--- config.mk ---
export PLATFORM = sky130hd
export DESIGN_NAME = lasc_host_flat
export DESIGN_NICKNAME = d
export VERILOG_FILES = /design/src/core/lasc_pkg.sv /design/src/core/lasc_link_if.sv /design/src/core/lasc_fifo.sv /design/src/core/lasc_host.sv /design/src/flat_wrapper.sv
export SDC_FILE = /design/constraint.sdc
export NUM_CORES = 1
export LEC_CHECK = 0
export ABC_AREA = 1
export BUFFER_PORTS_ARGS = -buffer_cell sky130_fd_sc_hd__buf_2
export CORE_AREA = 2 2 120 110
export DETAILED_ROUTE_END_ITERATION = 10
export DIE_AREA = 0 0 122 112
export GPL_TIMING_DRIVEN = 0
export PLACE_DENSITY_LB_ADDON = 0.05
export SYNTH_ARGS = -nofsm -noshare
export SYNTH_HDL_FRONTEND = slang
export SYNTH_SLANG_ARGS = --single-unit
--- constraint.sdc ---
create_clock -name sys_clk -period 3.2 [get_ports sys_clk]
set_clock_uncertainty 0.2 [all_clocks]
set_input_delay 0.32 -clock sys_clk [delete_from_list [all_inputs] [get_ports sys_clk]]
set_output_delay 0.32 -clock sys_clk [all_outputs]
set_load 0.01 [all_outputs]
--- src/core/lasc_pkg.sv ---
// Purpose: Shared constants for the linear array scan control ends
// Assumes: One 50 MHz system clock on both ends
// Notes: Pixel clock is made by the host from the system clock

package lasc_pkg;

  // System clock
  localparam int unsigned SYS_CLK_HZ = 50_000_000;
  localparam int unsigned SYS_PERIOD_NS = 20;

  // Array geometry
  localparam int unsigned PIXEL_COUNT = 128;
  localparam int unsigned COUNT_W = 8;
  localparam int unsigned INDEX_W = 7;
  localparam int unsigned LEVEL_W = 8;

  // Readout sequence, in pixel clocks
  localparam logic [COUNT_W-1:0] CNT_IDLE = 8'h00;
  localparam logic [COUNT_W-1:0] CNT_FIRST = 8'h01;
  localparam logic [COUNT_W-1:0] CNT_LAST_PIXEL = 8'h80;
  localparam logic [COUNT_W-1:0] CNT_RESET_LAST = 8'h12;
  localparam logic [COUNT_W-1:0] CNT_INTEG_START = 8'h13;

  // Pixel charge transfer time, least, rounded up to cycles
  localparam int unsigned TRANSFER_NS = 20_000;
  localparam int unsigned TRANSFER_CYC =
    (TRANSFER_NS + SYS_PERIOD_NS - 1) / SYS_PERIOD_NS;
  localparam int unsigned TRANSFER_W = 11;

  // Pixel clock half period in system cycles (1 MHz pixel clock)
  localparam int unsigned PIX_HALF_CYC = 25;
  localparam int unsigned DIV_W = 5;

  // Host buffer
  localparam int unsigned FIFO_DEPTH = 16;

  typedef enum logic [1:0] {
    LASC_IDLE = 2'b00,
    LASC_ARM = 2'b01,
    LASC_SCAN = 2'b10,
    LASC_XFER = 2'b11
  } lasc_host_state_t;

endpackage : lasc_pkg

--- src/core/lasc_link_if.sv ---
// Purpose: Pins between the sensor array end and its host controller
// Assumes: Both ends run on sys_clk; pins reach the sensor unsynchronised
// Notes: Analog output is a level word with an output enable

`timescale 1ns/1ps

interface lasc_link_if;
  import lasc_pkg::*;

  logic pix_clk;
  logic scan_start;
  logic hold_freeze;
  logic [LEVEL_W-1:0] pixel_analog_out;
  logic aout_oe;
  logic chain_out;

  modport sensor (
    input pix_clk,
    input scan_start,
    input hold_freeze,
    output pixel_analog_out,
    output aout_oe,
    output chain_out
  );

  modport host (
    output pix_clk,
    output scan_start,
    output hold_freeze,
    input pixel_analog_out,
    input aout_oe,
    input chain_out
  );

endinterface : lasc_link_if

--- src/core/lasc_fifo.sv ---
// Purpose: Sample buffer between host readout and its user
// Assumes: One clock; push and pop in the same cycle allowed
// Notes: in_ready low stalls the pixel clock in the host

`timescale 1ns/1ps

module lasc_fifo #(
  parameter int unsigned WIDTH = 8,
  parameter int unsigned DEPTH = 16
) (
  // Clock and reset
  input wire logic sys_clk,
  input wire logic rst_n,
  // Fill side
  input wire logic in_valid,
  output logic in_ready,
  input wire logic [WIDTH-1:0] in_data,
  // Drain side
  output logic out_valid,
  input wire logic out_ready,
  output logic [WIDTH-1:0] out_data
);
  localparam int unsigned AW = $clog2(DEPTH);

  logic [WIDTH-1:0] mem [DEPTH];
  logic [AW-1:0] wr_ptr;
  logic [AW-1:0] rd_ptr;
  logic [AW:0] fill;

  wire push = in_valid && in_ready;
  wire pop = out_valid && out_ready;

  // Fill counter is one bit wider so full stays distinct from empty
  assign in_ready = (fill != (AW+1)'(DEPTH));
  assign out_valid = (fill != '0);
  assign out_data = mem[rd_ptr];

  always_ff @(posedge sys_clk) begin
    if (push) begin
      mem[wr_ptr] <= in_data;
    end
  end

  always_ff @(posedge sys_clk or negedge rst_n) begin
    if (!rst_n) begin
      wr_ptr <= '0;
      rd_ptr <= '0;
      fill <= '0;
    end else begin
      if (push) wr_ptr <= wr_ptr + AW'(1);
      if (pop) rd_ptr <= rd_ptr + AW'(1);
      fill <= fill + (AW+1)'(push) - (AW+1)'(pop);
    end
  end

endmodule : lasc_fifo

--- src/core/lasc_host.sv ---
// Purpose: Host controller end: makes pixel clock, start, freeze; samples
// Assumes: Sensor output settles within a half pixel clock
// Notes: A full buffer holds the pixel clock low until room returns

`timescale 1ns/1ps

module lasc_host
  import lasc_pkg::*;
(
  // Clock and reset
  input wire logic sys_clk,
  input wire logic rst_n,
  // Link to the sensor
  lasc_link_if.host link,
  // Scan request
  input wire logic start_req,
  output logic start_ready,
  output logic scan_done,
  // Sample stream
  output logic sample_valid,
  input wire logic sample_ready,
  output logic [LEVEL_W-1:0] sample_data
);

  ////////////////////////////////////////////////////////////////////////////
  // Pixel clock divider

  lasc_host_state_t state, next_state;
  logic [DIV_W-1:0] div;
  logic [COUNT_W-1:0] rises;
  logic [TRANSFER_W-1:0] wait_cnt;
  logic fifo_in_ready;

  wire half_done = (div == DIV_W'(PIX_HALF_CYC - 1));
  wire scanning = (state == LASC_ARM) || (state == LASC_SCAN);
  // Rise gated by buffer room: back-pressure stalls the scan
  wire rise_ok = scanning && fifo_in_ready;
  wire do_rise = half_done && !link.pix_clk && rise_ok;
  wire do_fall = half_done && link.pix_clk;
  wire in_pixel = (rises >= CNT_FIRST) && (rises <= CNT_LAST_PIXEL);
  wire take_sample = do_rise && in_pixel && link.aout_oe;
  wire final_rise = do_rise && (rises == CNT_LAST_PIXEL);

  always_ff @(posedge sys_clk or negedge rst_n) begin
    if (!rst_n) begin
      div <= '0;
      link.pix_clk <= 1'b0;
    end else if (half_done) begin
      if (link.pix_clk || rise_ok) begin
        div <= '0;
        link.pix_clk <= !link.pix_clk;
      end
    end else begin
      div <= div + DIV_W'(1);
    end
  end

  ////////////////////////////////////////////////////////////////////////////
  // Scan sequence

  wire xfer_done = (wait_cnt == TRANSFER_W'(TRANSFER_CYC - 1));

  always_comb begin
    next_state = state;
    case (state)
      LASC_IDLE: begin
        if (start_req) next_state = LASC_ARM;
      end
      LASC_ARM: begin
        if (do_rise) next_state = LASC_SCAN;
      end
      LASC_SCAN: begin
        if (final_rise) next_state = LASC_XFER;
      end
      LASC_XFER: begin
        if (xfer_done) next_state = LASC_IDLE;
      end
      default: next_state = LASC_IDLE;
    endcase
  end

  always_ff @(posedge sys_clk or negedge rst_n) begin
    if (!rst_n) begin
      state <= LASC_IDLE;
      rises <= CNT_IDLE;
      wait_cnt <= '0;
      link.scan_start <= 1'b0;
      link.hold_freeze <= 1'b0;
      start_ready <= 1'b1;
      scan_done <= 1'b0;
    end else begin
      state <= next_state;
      if (state == LASC_IDLE) rises <= CNT_IDLE;
      else if (do_rise && state != LASC_XFER) rises <= rises + COUNT_W'(1);
      wait_cnt <= (state == LASC_XFER) ? wait_cnt + TRANSFER_W'(1) : '0;
      // Start raised as the request is taken in idle, before the first rise; dropped at the fall
      if (state == LASC_IDLE && start_req) begin
        link.scan_start <= 1'b1;
        link.hold_freeze <= 1'b1;
      end else if (do_fall) begin
        link.scan_start <= 1'b0;
        link.hold_freeze <= 1'b0;
      end
      start_ready <= (next_state == LASC_IDLE);
      scan_done <= (state == LASC_XFER) && xfer_done;
    end
  end

  ////////////////////////////////////////////////////////////////////////////
  // Sample buffer

  lasc_fifo #(
    .WIDTH(LEVEL_W),
    .DEPTH(FIFO_DEPTH)
  ) u_fifo (
    .sys_clk(sys_clk),
    .rst_n(rst_n),
    .in_valid(take_sample),
    .in_ready(fifo_in_ready),
    .in_data(link.pixel_analog_out),
    .out_valid(sample_valid),
    .out_ready(sample_ready),
    .out_data(sample_data)
  );

endmodule : lasc_host

--- src/flat_wrapper.sv ---
// flat-port wrapper written by rule: the top's interface ports become plain ports
module lasc_host_flat import lasc_pkg::*;
  (sys_clk, rst_n, start_req, start_ready, scan_done, sample_valid, sample_ready, sample_data, link_pix_clk, link_scan_start, link_hold_freeze, link_pixel_analog_out, link_aout_oe, link_chain_out);
  lasc_link_if link_i ();
  input wire logic sys_clk;
  input wire logic rst_n;
  input wire logic start_req;
  output logic start_ready;
  output logic scan_done;
  output logic sample_valid;
  input wire logic sample_ready;
  output logic [LEVEL_W-1:0] sample_data;
  output wire logic [$bits(link_i.pix_clk)-1:0] link_pix_clk;
  output wire logic [$bits(link_i.scan_start)-1:0] link_scan_start;
  output wire logic [$bits(link_i.hold_freeze)-1:0] link_hold_freeze;
  input wire logic [$bits(link_i.pixel_analog_out)-1:0] link_pixel_analog_out;
  input wire logic [$bits(link_i.aout_oe)-1:0] link_aout_oe;
  input wire logic [$bits(link_i.chain_out)-1:0] link_chain_out;
  assign link_pix_clk = link_i.pix_clk;
  assign link_scan_start = link_i.scan_start;
  assign link_hold_freeze = link_i.hold_freeze;
  assign link_i.pixel_analog_out = link_pixel_analog_out;
  assign link_i.aout_oe = link_aout_oe;
  assign link_i.chain_out = link_chain_out;
  lasc_host u_core (.sys_clk(sys_clk), .rst_n(rst_n), .link(link_i), .start_req(start_req), .start_ready(start_ready), .scan_done(scan_done), .sample_valid(sample_valid), .sample_ready(sample_ready), .sample_data(sample_data));
endmodule
==> results.md, run 1 <==
- Status: complete, no violations
- VDD IR-drop max: 0.000537 V
- Share of the synthesized area in the top cell type: 0.515
- P_int: 4580 uW
- Worst-Margin Slew: 0.977 ns
- Die ar.: 0.0137 mm^2
- FF-to-FF End: u_core.u_fifo.fill[4]$_DFF_PN0_
- Top FF cell, synth: edfxtp_1
- Crit-path cells: buf_4 -> clkbuf_1 -> o21ai_0 -> o211ai_1 -> nand3_1 -> nand2_1 -> buf_2
- Clock Pin Slew Worst Setup and Hold Paths: 0.07 ns
- Row count: 39
- Multi-input gate area: 0.00225 mm^2
- Crit-path max FO: 10
- RePlAce Congestion: 0.910
- Mean routed wirelength per cell: 19.7 um
- First-pass GRT wire length: 27,100 um
- Post-route ant nets: 0
- DR DRC count: 0
- Final Cycle Share: 0.940
- Clock Latency Late Sink: 0.44 ns
- Switch share: 0.378
- Logic gate share of total power: 0.355
- P_sw: 2790 uW
- Num CTS Buffers: 17
- Initial antenna violation count: 0
- Max stage delay cell, worst path: o21ai_0
- Hold crit path type: primary input to register
- CP bufs+invs: 3
- Slowest stage delay, CP: 0.61 ns
- Synth cell count leaders: nor2_1, edfxtp_1, o21ai_0
- Sequential area share after synthesis: 0.659
- Area contributors post-synth: edfxtp_1, dfrtp_1, nor2_1, o21ai_0, ha_1
- Dominant cell type by area after synthesis: edfxtp_1
- EDFF count, synth: 128
- Leak: 0.00318 uW
- RSZ-0062 raised after global routing: no
- Final WL: 17,600 um
- Hold Startpoint: sample_ready
- Vias: 5,106
- Sink Count: 171
- H-tree levels: 4
- Dpl hpwl: 11,800 um
- # IOs: 28
- Crit path max-delay family: compound AO/OA/AOI/OAI gates
- Slew Limit Fails: 0
- Tot Pwr: 7360 uW
- Pre-CTS setup slack: -0.0143 ns
- Drt first pass iters: 5
- Critical Path RT: 2.68 ns
- Clk network pwr share: 0.280
- Clock root cell: clkbuf_16
- RR Startpoint: u_core.u_fifo.fill[2]$_DFF_PN0_
- Initial DRC Count: 601
- Met3 Track Usage GR: 0.0953
- Tmin final: 3.01 ns
- Area Overhead vs Synth: 13.2%
- Share of cells above drive strength 1: 0.116
- Ant. Diodes: 0
- Largest net degree at the start of global routing: 44
- Post-synthesis cell type count: 31
- Die H: 112 um
- Met2 Track Usage GR: 0.379
- Nets@finish: 751
- Seq cells post-synth: 171
- GR Util All Layers: 0.277
- Fin Setup TNS: 0 ns
- Seq pwr share: 0.365
- Fmax: 0.333 GHz
- Most common cell in the netlist: nor2_1
- Filler cell count: 948
- Vias in the first global route: 4,898
- PortBufs: 26
- Yosys warns: 0
- Cells after Synth: 666
- Mapped cell area: 0.00746 mm^2
- Chip width: 122 um
- Hold Path Stages: 4
- Final non-filler cell total: 891
- Reg2Reg Setup Slack: 0.23 ns
- Setup crit start kind: register
- Met1 Resource Use GR: 0.422
- Most crowded layer after global routing: met1
- Crit path DAT: 2.49 ns
- Asr flop ratio synth: 0.251
- Worst relative slew slack: 0.349
- Worst reg2reg path depth: 15
- Setup ws final: 0.193 ns
- Clock buffer depth: 2
- Final count of negative-setup-slack endpoints: 0
- PwrDens: 871 mW/mm^2
- CTS tree: done
- Worst-case hold path end point: u_core.u_fifo.rd_ptr[1]$_DFFE_PN0P_
- Placeable Area: 0.0124 mm^2
- Hold Fails Final Rpt: 0
- Max cap viols: 0
- Crit end category: output port
- Initial Util: 0.600
- Vias/cell: 5.73
- # placed instances: 856
- Avg Cell Area, Syn: 11.2 um^2
- Register Area: 0.00492 mm^2
- Grt ovf: 0
- Type of the worst setup path: register to output port
- Syn Nets: 703
==> logic make-up after synthesis <==
| kind of cell | Yosys count | synth area share |
|---|---|---|
| buffers and inverters | 70 | 0.0426 |
| adders and majority gates | 23 | 0.0396 |
| AOI/OAI and AO/OA | 131 | 0.100 |
| DFF | 171 | 0.659 |
| xor gates and xnor gates | 15 | 0.0176 |
| and+or+nand+nor | 256 | 0.141 |
==> power groups by stage <==
stage | Sequential [uW] | Clock [uW] | Combinational, uW
final | 2690 | 2060 | 2610
after global routing | 2710 | 2170 | 2910
after CTS | 2690 | 2070 | 2550
after detailed placement | 2730 | 0 | 2530
after global placement | 2720 | 0 | 2460
after floorplan | 2710 | 0 | 1680
==> worst register-to-register path, stage by stage, from the launching register on <==
cell     delay, ns
dfrtp_1       0.36
inv_1         0.07
ha_1          0.20
nand3_1       0.15
nand2_1       0.13
nor2_2        0.18
buf_6         0.17
nand3_4       0.11
ha_1          0.30
inv_1         0.04
ha_1          0.20
fa_2          0.37
a21oi_2       0.13
nor2_1        0.05
nor2_1        0.10
xor2_1        0.14
==> cell usage in the layout (no fill, tap or decap), types with 4 or more instances in the layout <==
| cell type | n |
|---|---|
| buf_6 | 4 |
| nor2_1 | 141 |
| nand2_1 | 62 |
| buf_2 | 34 |
| buf_4 | 6 |
| clkinv_4 | 5 |
| ha_1 | 22 |
| edfxtp_1 | 128 |
| inv_1 | 38 |
| dfrtp_1 | 42 |
| inv_6 | 4 |
| o21ai_0 | 82 |
| o211ai_1 | 32 |
| nand3_1 | 29 |
| xor2_1 | 12 |
| a21oi_1 | 10 |
| clkbuf_16 | 17 |
| nor3_1 | 6 |
| clkbuf_1 | 12 |
| nand4_1 | 11 |
==> flip-flops by register name, summed over array words and instances (netlist names), 2 cells and up <==
register              cells
u_core.u_fifo.wr_ptr      4
u_core.u_fifo.fill        5
u_core.rises              8
u_core.u_fifo.rd_ptr      4
u_core.u_fifo.mem       128
u_core.wait_cnt          11
u_core.div                5
u_core.state              2
==> how the worst max path moves through the flow <==
stage | slack [ns] | from | cells past startpoint | to
6_report | 0.19 | u_core.u_fifo.rd_ptr[0]$_DFFE_PN0P_ | 7 | sample_data[2]
4_1_cts | 0.05 | u_core.div[0]$_DFFE_PN0P_ | 16 | u_core.u_fifo.fill[4]$_DFF_PN0_
2_1_floorplan | 0.31 | u_core.div[0]$_DFFE_PN0P_ | 16 | u_core.u_fifo.fill[4]$_DFF_PN0_
3_5_place_dp | -0.01 | u_core.div[0]$_DFFE_PN0P_ | 16 | u_core.u_fifo.fill[4]$_DFF_PN0_
5_1_grt | 0.005 | u_core.div[0]$_DFFE_PN0P_ | 16 | u_core.u_fifo.fill[4]$_DFF_PN0_
3_3_place_gp | 0.002 | u_core.div[0]$_DFFE_PN0P_ | 16 | u_core.u_fifo.fill[4]$_DFF_PN0_
==> timing repair <==
| item | in CTS | in global routing |
|---|---|---|
| gates cloned | 0 | 0 |
| hold endpoints to repair | 44 | 0 |
| pin swaps | 0 | 2 |
| gates resized for setup | 1 | 6 |
| hold buffers | 2 | 0 |
| setup endpoints to repair | 1 | 1 |
| buffers inserted | 0 | 1 |
==> routing by layer <==
metal / routed length [um] / up-vias
li1: - / 2426
met1: 7980 / 2475
met2: 7730 / 185
met3: 1600 / 20
met4: 261 / 0
met5: 0 / -
==> area by class of cell <==
cell class / count / area share
clock buffer: 18 / 0.0508
inverter: 41 / 0.0182
timing repair buffer: 29 / 0.0187
sequential: 171 / 0.582
clock inverter: 14 / 0.0191
multi-input combinational: 425 / 0.267
buffer: 29 / 0.0198
tap: 164 / 0.0243
==> stage by stage <==
step	util	instance area [um^2]	hold slack, ns
3_3_place_gp	0.627	7800	0.247
5_1_grt	0.679	8450	0.0293
2_1_floorplan	-	7460	-0.176
4_1_cts	0.676	8410	0.0125
3_5_place_dp	0.627	7800	0.271
6_report	0.679	8450	0.0304
Power figures use the tool's default switching activity.
==> inputs of run 2 (changes only) <==
--- a/config.mk
+++ b/config.mk
@@ -7,11 +7,14 @@
 export LEC_CHECK = 0
 export ABC_AREA = 1
 export BUFFER_PORTS_ARGS = -buffer_cell sky130_fd_sc_hd__buf_2
-export CORE_AREA = 2 2 120 110
+export CORE_AREA = 2 2 122 112
+export CTS_CLUSTER_DIAMETER = 30
 export DETAILED_ROUTE_END_ITERATION = 10
-export DIE_AREA = 0 0 122 112
+export DIE_AREA = 0 0 124 114
 export GPL_TIMING_DRIVEN = 0
 export PLACE_DENSITY_LB_ADDON = 0.05
+export REMOVE_ABC_BUFFERS = 1
 export SYNTH_ARGS = -nofsm -noshare
 export SYNTH_HDL_FRONTEND = slang
+export SYNTH_HIERARCHICAL = 1
 export SYNTH_SLANG_ARGS = --single-unit
==> run 2 against run 1 <==
  * Global-route usage decreased by 3.3 points
  * Non-clock buffer count decreased by 19
  * Setup slack got worse by 0.090 ns
  * Clock power decreased by 2%
  * Largest cell class unchanged
  * Highest routed layer unchanged
==> results.md, run 2 <==
- Status: complete, no violations (unchanged)
- Sink Count: 171 (unchanged)
- Post-synthesis cell type count: 33 (was 31)
- Max cap viols: 0 (unchanged)
- Die ar.: 0.0141 mm^2 (was 0.0137 mm^2)
- Asr flop ratio synth: 0.251 (unchanged)
- Cells after Synth: 809 (was 666)
- Worst relative slew slack: 0.358 (was 0.349)
- Top FF cell, synth: edfxtp_1 (unchanged)
- Main combinational cell family by area after synthesis: simple AND/OR/NAND/NOR gates (unchanged)
- Vias in the first global route: 5,095 (was 4,898)
- Share of the synthesized area in the top cell type: 0.490 (was 0.515)
- Final WL: 16,000 um (was 17,600 um)
- Sequential area share after synthesis: 0.627 (was 0.659)
- CTS tree: done (unchanged)
- Die H: 114 um (was 112 um)
- Clock root cell: clkbuf_16 (unchanged)
- Avg Cell Area, Syn: 9.70 um^2 (was 11.2 um^2)
- Most frequent cells in the layout: nand2_1, edfxtp_1, inv_1, nor2_1, nand3_1 (was nor2_1, edfxtp_1, o21ai_0, nand2_1, dfrtp_1)
- Slew Limit Fails: 0 (unchanged)
- Post-synthesis compound-gate area fraction: 0.0236 (was 0.100)
- Type of the worst setup path: register to register (was register to output port)
- Vias/cell: 5.31 (was 5.73)
- EDFF count, synth: 128 (unchanged)
- Synth Area in XOR/XNOR: 0.0134 (was 0.0176)
- Mapped cell area: 0.00785 mm^2 (was 0.00746 mm^2)
- Mux share of post-synthesis cell area: 0 (unchanged)
- Grt ovf: 0 (unchanged)
- Largest net degree at the start of global routing: 53 (was 44)
- VDD IR-drop max: 0.000521 V (was 0.000537 V)
- Crit end category: register (was output port)
- Crit-path cells: inv_1 -> ha_4 -> nand2_1 -> nor2_2 -> nand2_4 -> inv_4 -> o21ai_1 -> nor2_2 -> nand2_2 -> inv_1 -> nand2_1 -> nor2_1 (was buf_4 -> clkbuf_1 -> o21ai_0 -> o211ai_1 -> nand3_1 -> nand2_1 -> buf_2)
- Worst-Margin Slew: 0.963 ns (was 0.977 ns)
- Drt first pass iters: 5 (unchanged)
- Dominant cell type by area after synthesis: edfxtp_1 (unchanged)
- Area Overhead vs Synth: 12.6% (was 13.2%)
- Row count: 40 (was 39)
- Most common cell in the netlist: nand2_1 (was nor2_1)
- Area contributors post-synth: edfxtp_1, dfrtp_1, nand2_1, nor2_1, inv_1 (was edfxtp_1, dfrtp_1, nor2_1, o21ai_0, ha_1)
- PortBufs: 26 (unchanged)
- Max stage delay cell, worst path: nor2_1 (was o21ai_0)
- PwrDens: 804 mW/mm^2 (was 871 mW/mm^2)
- Clock buffer depth: 2 (unchanged)
- Crit-path max FO: 8 (was 10)
- Setup crit start kind: register (unchanged)
- Synth cell count leaders: nand2_1, edfxtp_1, nor2_1 (was nor2_1, edfxtp_1, o21ai_0)
- Clock Latency Late Sink: 0.42 ns (was 0.44 ns)
- RePlAce Congestion: 0.872 (was 0.910)
- Most flop-heavy register: u_core/u_fifo/mem (was u_core.u_fifo.mem)
- Tmin final: 3.10 ns (was 3.01 ns)
- Biggest regs: u_core/u_fifo/mem: 128 flops, u_core/wait_cnt: 11 flops, u_core/rises: 8 flops (was u_core.u_fifo.mem: 128 flops, u_core.wait_cnt: 11 flops, u_core.rises: 8 flops)
- Initial Util: 0.603 (was 0.600)
- Final Cycle Share: 0.968 (was 0.940)
- Placeable Area: 0.0130 mm^2 (was 0.0124 mm^2)
- Ant. Diodes: 0 (unchanged)
- Pre-CTS setup slack: -0.193 ns (was -0.0143 ns)
- Setup ws final: 0.102 ns (was 0.193 ns)
- Synth Area in Adders: 0.0376 (was 0.0396)
- # IOs: 28 (unchanged)
- Post-route ant nets: 0 (unchanged)
- DR DRC count: 0 (unchanged)
- Hold Fails Final Rpt: 0 (unchanged)
- Dpl hpwl: 9900 um (was 11,800 um)
- Yosys warns: 6 (was 0)
- Nets@finish: 881 (was 751)
- Critical Path RT: 3.05 ns (was 2.68 ns)
- H-tree levels: 4 (unchanged)
- Hold crit path type: primary input to register (unchanged)
- Share of cells above drive strength 1: 0.124 (was 0.116)
- Chip width: 124 um (was 122 um)
- Initial DRC Count: 394 (was 601)
- Fmax: 0.323 GHz (was 0.333 GHz)
- Seq cells post-synth: 171 (unchanged)
- Final count of negative-setup-slack endpoints: 0 (unchanged)
- Mean routed wirelength per cell: 15.6 um (was 19.7 um)
- Clock Pin Slew Worst Setup and Hold Paths: 0.06 ns (was 0.07 ns)
- Most common library cell in the layout ignoring fill and taps: nand2_1 (was nor2_1)
- Crit path DAT: 2.94 ns (was 2.49 ns)
- Vias: 5,439 (was 5,106)
- Num CTS Buffers: 17 (unchanged)
- Slowest stage delay, CP: 0.71 ns (was 0.61 ns)
- Tot Pwr: 7110 uW (was 7360 uW)
- Post-Synth Simple-Gate Area: 0.234 (was 0.141)
- Largest register FFs: 128 (unchanged)
- Initial antenna violation count: 0 (unchanged)
- First-pass GRT wire length: 25,300 um (was 27,100 um)
- GR Util All Layers: 0.244 (was 0.277)
- Leak: 0.00385 uW (was 0.00318 uW)
- Final core occ: 0.679 (about the same)
[run 2: cell count changes after synthesis, moves of 3 or more]
cell,change
nand3_1,+37
nor2_1,-46
inv_2,+6
nand4_1,-5
o21ai_0,-61
clkbuf_1,-7
buf_2,+4
inv_1,+52
nand2_4,+3
xor2_1,-4
o211ai_1,-32
nand2_1,+202
[run 2: final timing paths]
| path | slack, ns | end | cells past startpoint | from |
|---|---|---|---|---|
| worst max-delay path | 0.10 | u_core/u_fifo/mem[4][0]$_DFFE_PP_ | 12 | u_core/state[1]$_DFF_PN0_ |
| worst min-delay path | 0.07 | u_core/u_fifo/rd_ptr[0]$_DFFE_PN0P_ | 3 | sample_ready |
| worst max register to register | 0.10 | u_core/u_fifo/mem[4][0]$_DFFE_PP_ | 12 | u_core/state[1]$_DFF_PN0_ |
| worst min register to register | 0.26 | u_core/wait_cnt[0]$_DFF_PN0_ | 1 | u_core/wait_cnt[0]$_DFF_PN0_ |
| max in group asynchronous | 1.74 | u_core/u_fifo/rd_ptr[0]$_DFFE_PN0P_ | 2 | rst_n |
| min in group asynchronous | 0.38 | u_core/rises[2]$_DFFE_PN0P_ | 2 | rst_n |
[run 2: worst max-delay path: cells and delay by family, from the launching register on]
kind	cells	cell delay (ns)
AOI/OAI and AO/OA	1	0.08
and+or+nand+nor	7	1.45
buffers and inverters	3	0.35
adders and majority gates	1	0.29
DFF	1	0.36
[run 2: repair_timing]
action                                  CTS  global route
resized for setup                         8            22
hold endpoints to repair                 43             0
pin swaps                                 3            11
setup buffers                             4             6
hold buffers                              2             0
endpoints found under the setup margin  137           102
[run 2: through the flow]
| step | hold WS [ns] | instance area [um^2] | cells | setup TNS, ns |
|---|---|---|---|---|
| floorplan | -0.176 | 7710 | 786 | 0 |
| global placement | 0.249 | 8060 | 980 | -16.57 |
| detailed placement | 0.258 | 8080 | 981 | -11.17 |
| CTS | 0.0548 | 8720 | 1018 | 0 |
| global route | 0.0804 | 8840 | 1024 | -2.50 |
| finish | 0.0733 | 8840 | 1024 | 0 |
[run 2: area by class of cell]
class | instances | area, um^2
clock inverters | 14 | 153
well taps | 168 | 210
clock buffers | 17 | 425
inverters | 98 | 375
repair buffers | 39 | 249
fillers | 988 | 4170
flip-flops and latches | 171 | 4920
multi-input cells | 517 | 2500
[run 2: where the power goes]
| group | internal (uW) | total [uW] | switching (uW) | leakage [uW] |
|---|---|---|---|---|
| Sequential | 2540 | 2800 | 255 | 0.00169 |
| Clock | 1210 | 2010 | 801 | 0.000280 |
| Combinational | 804 | 2300 | 1490 | 0.00188 |
| Total | 4550 | 7110 | 2550 | 0.00385 |
[run 2: logic make-up (layout without fill, tap and decap cells)]
logic type	Yosys count	after routing
AO/OA/AOI/OAI	35	35
XOR/XNOR	12	12
adder cells (fa/ha/maj)	23	23
buffers and inverters	121	168
flip-flops	171	171
AND/OR/NAND/NOR	447	447
[run 2: layer usage]
layer,GRT usage,wire (um),vias to the layer above
li1,-,-,2666
met2,0.411,8080,164
met5,0,0,-
met1,0.313,6610,2578
met3,0.0520,942,31
met4,0.0891,313,0
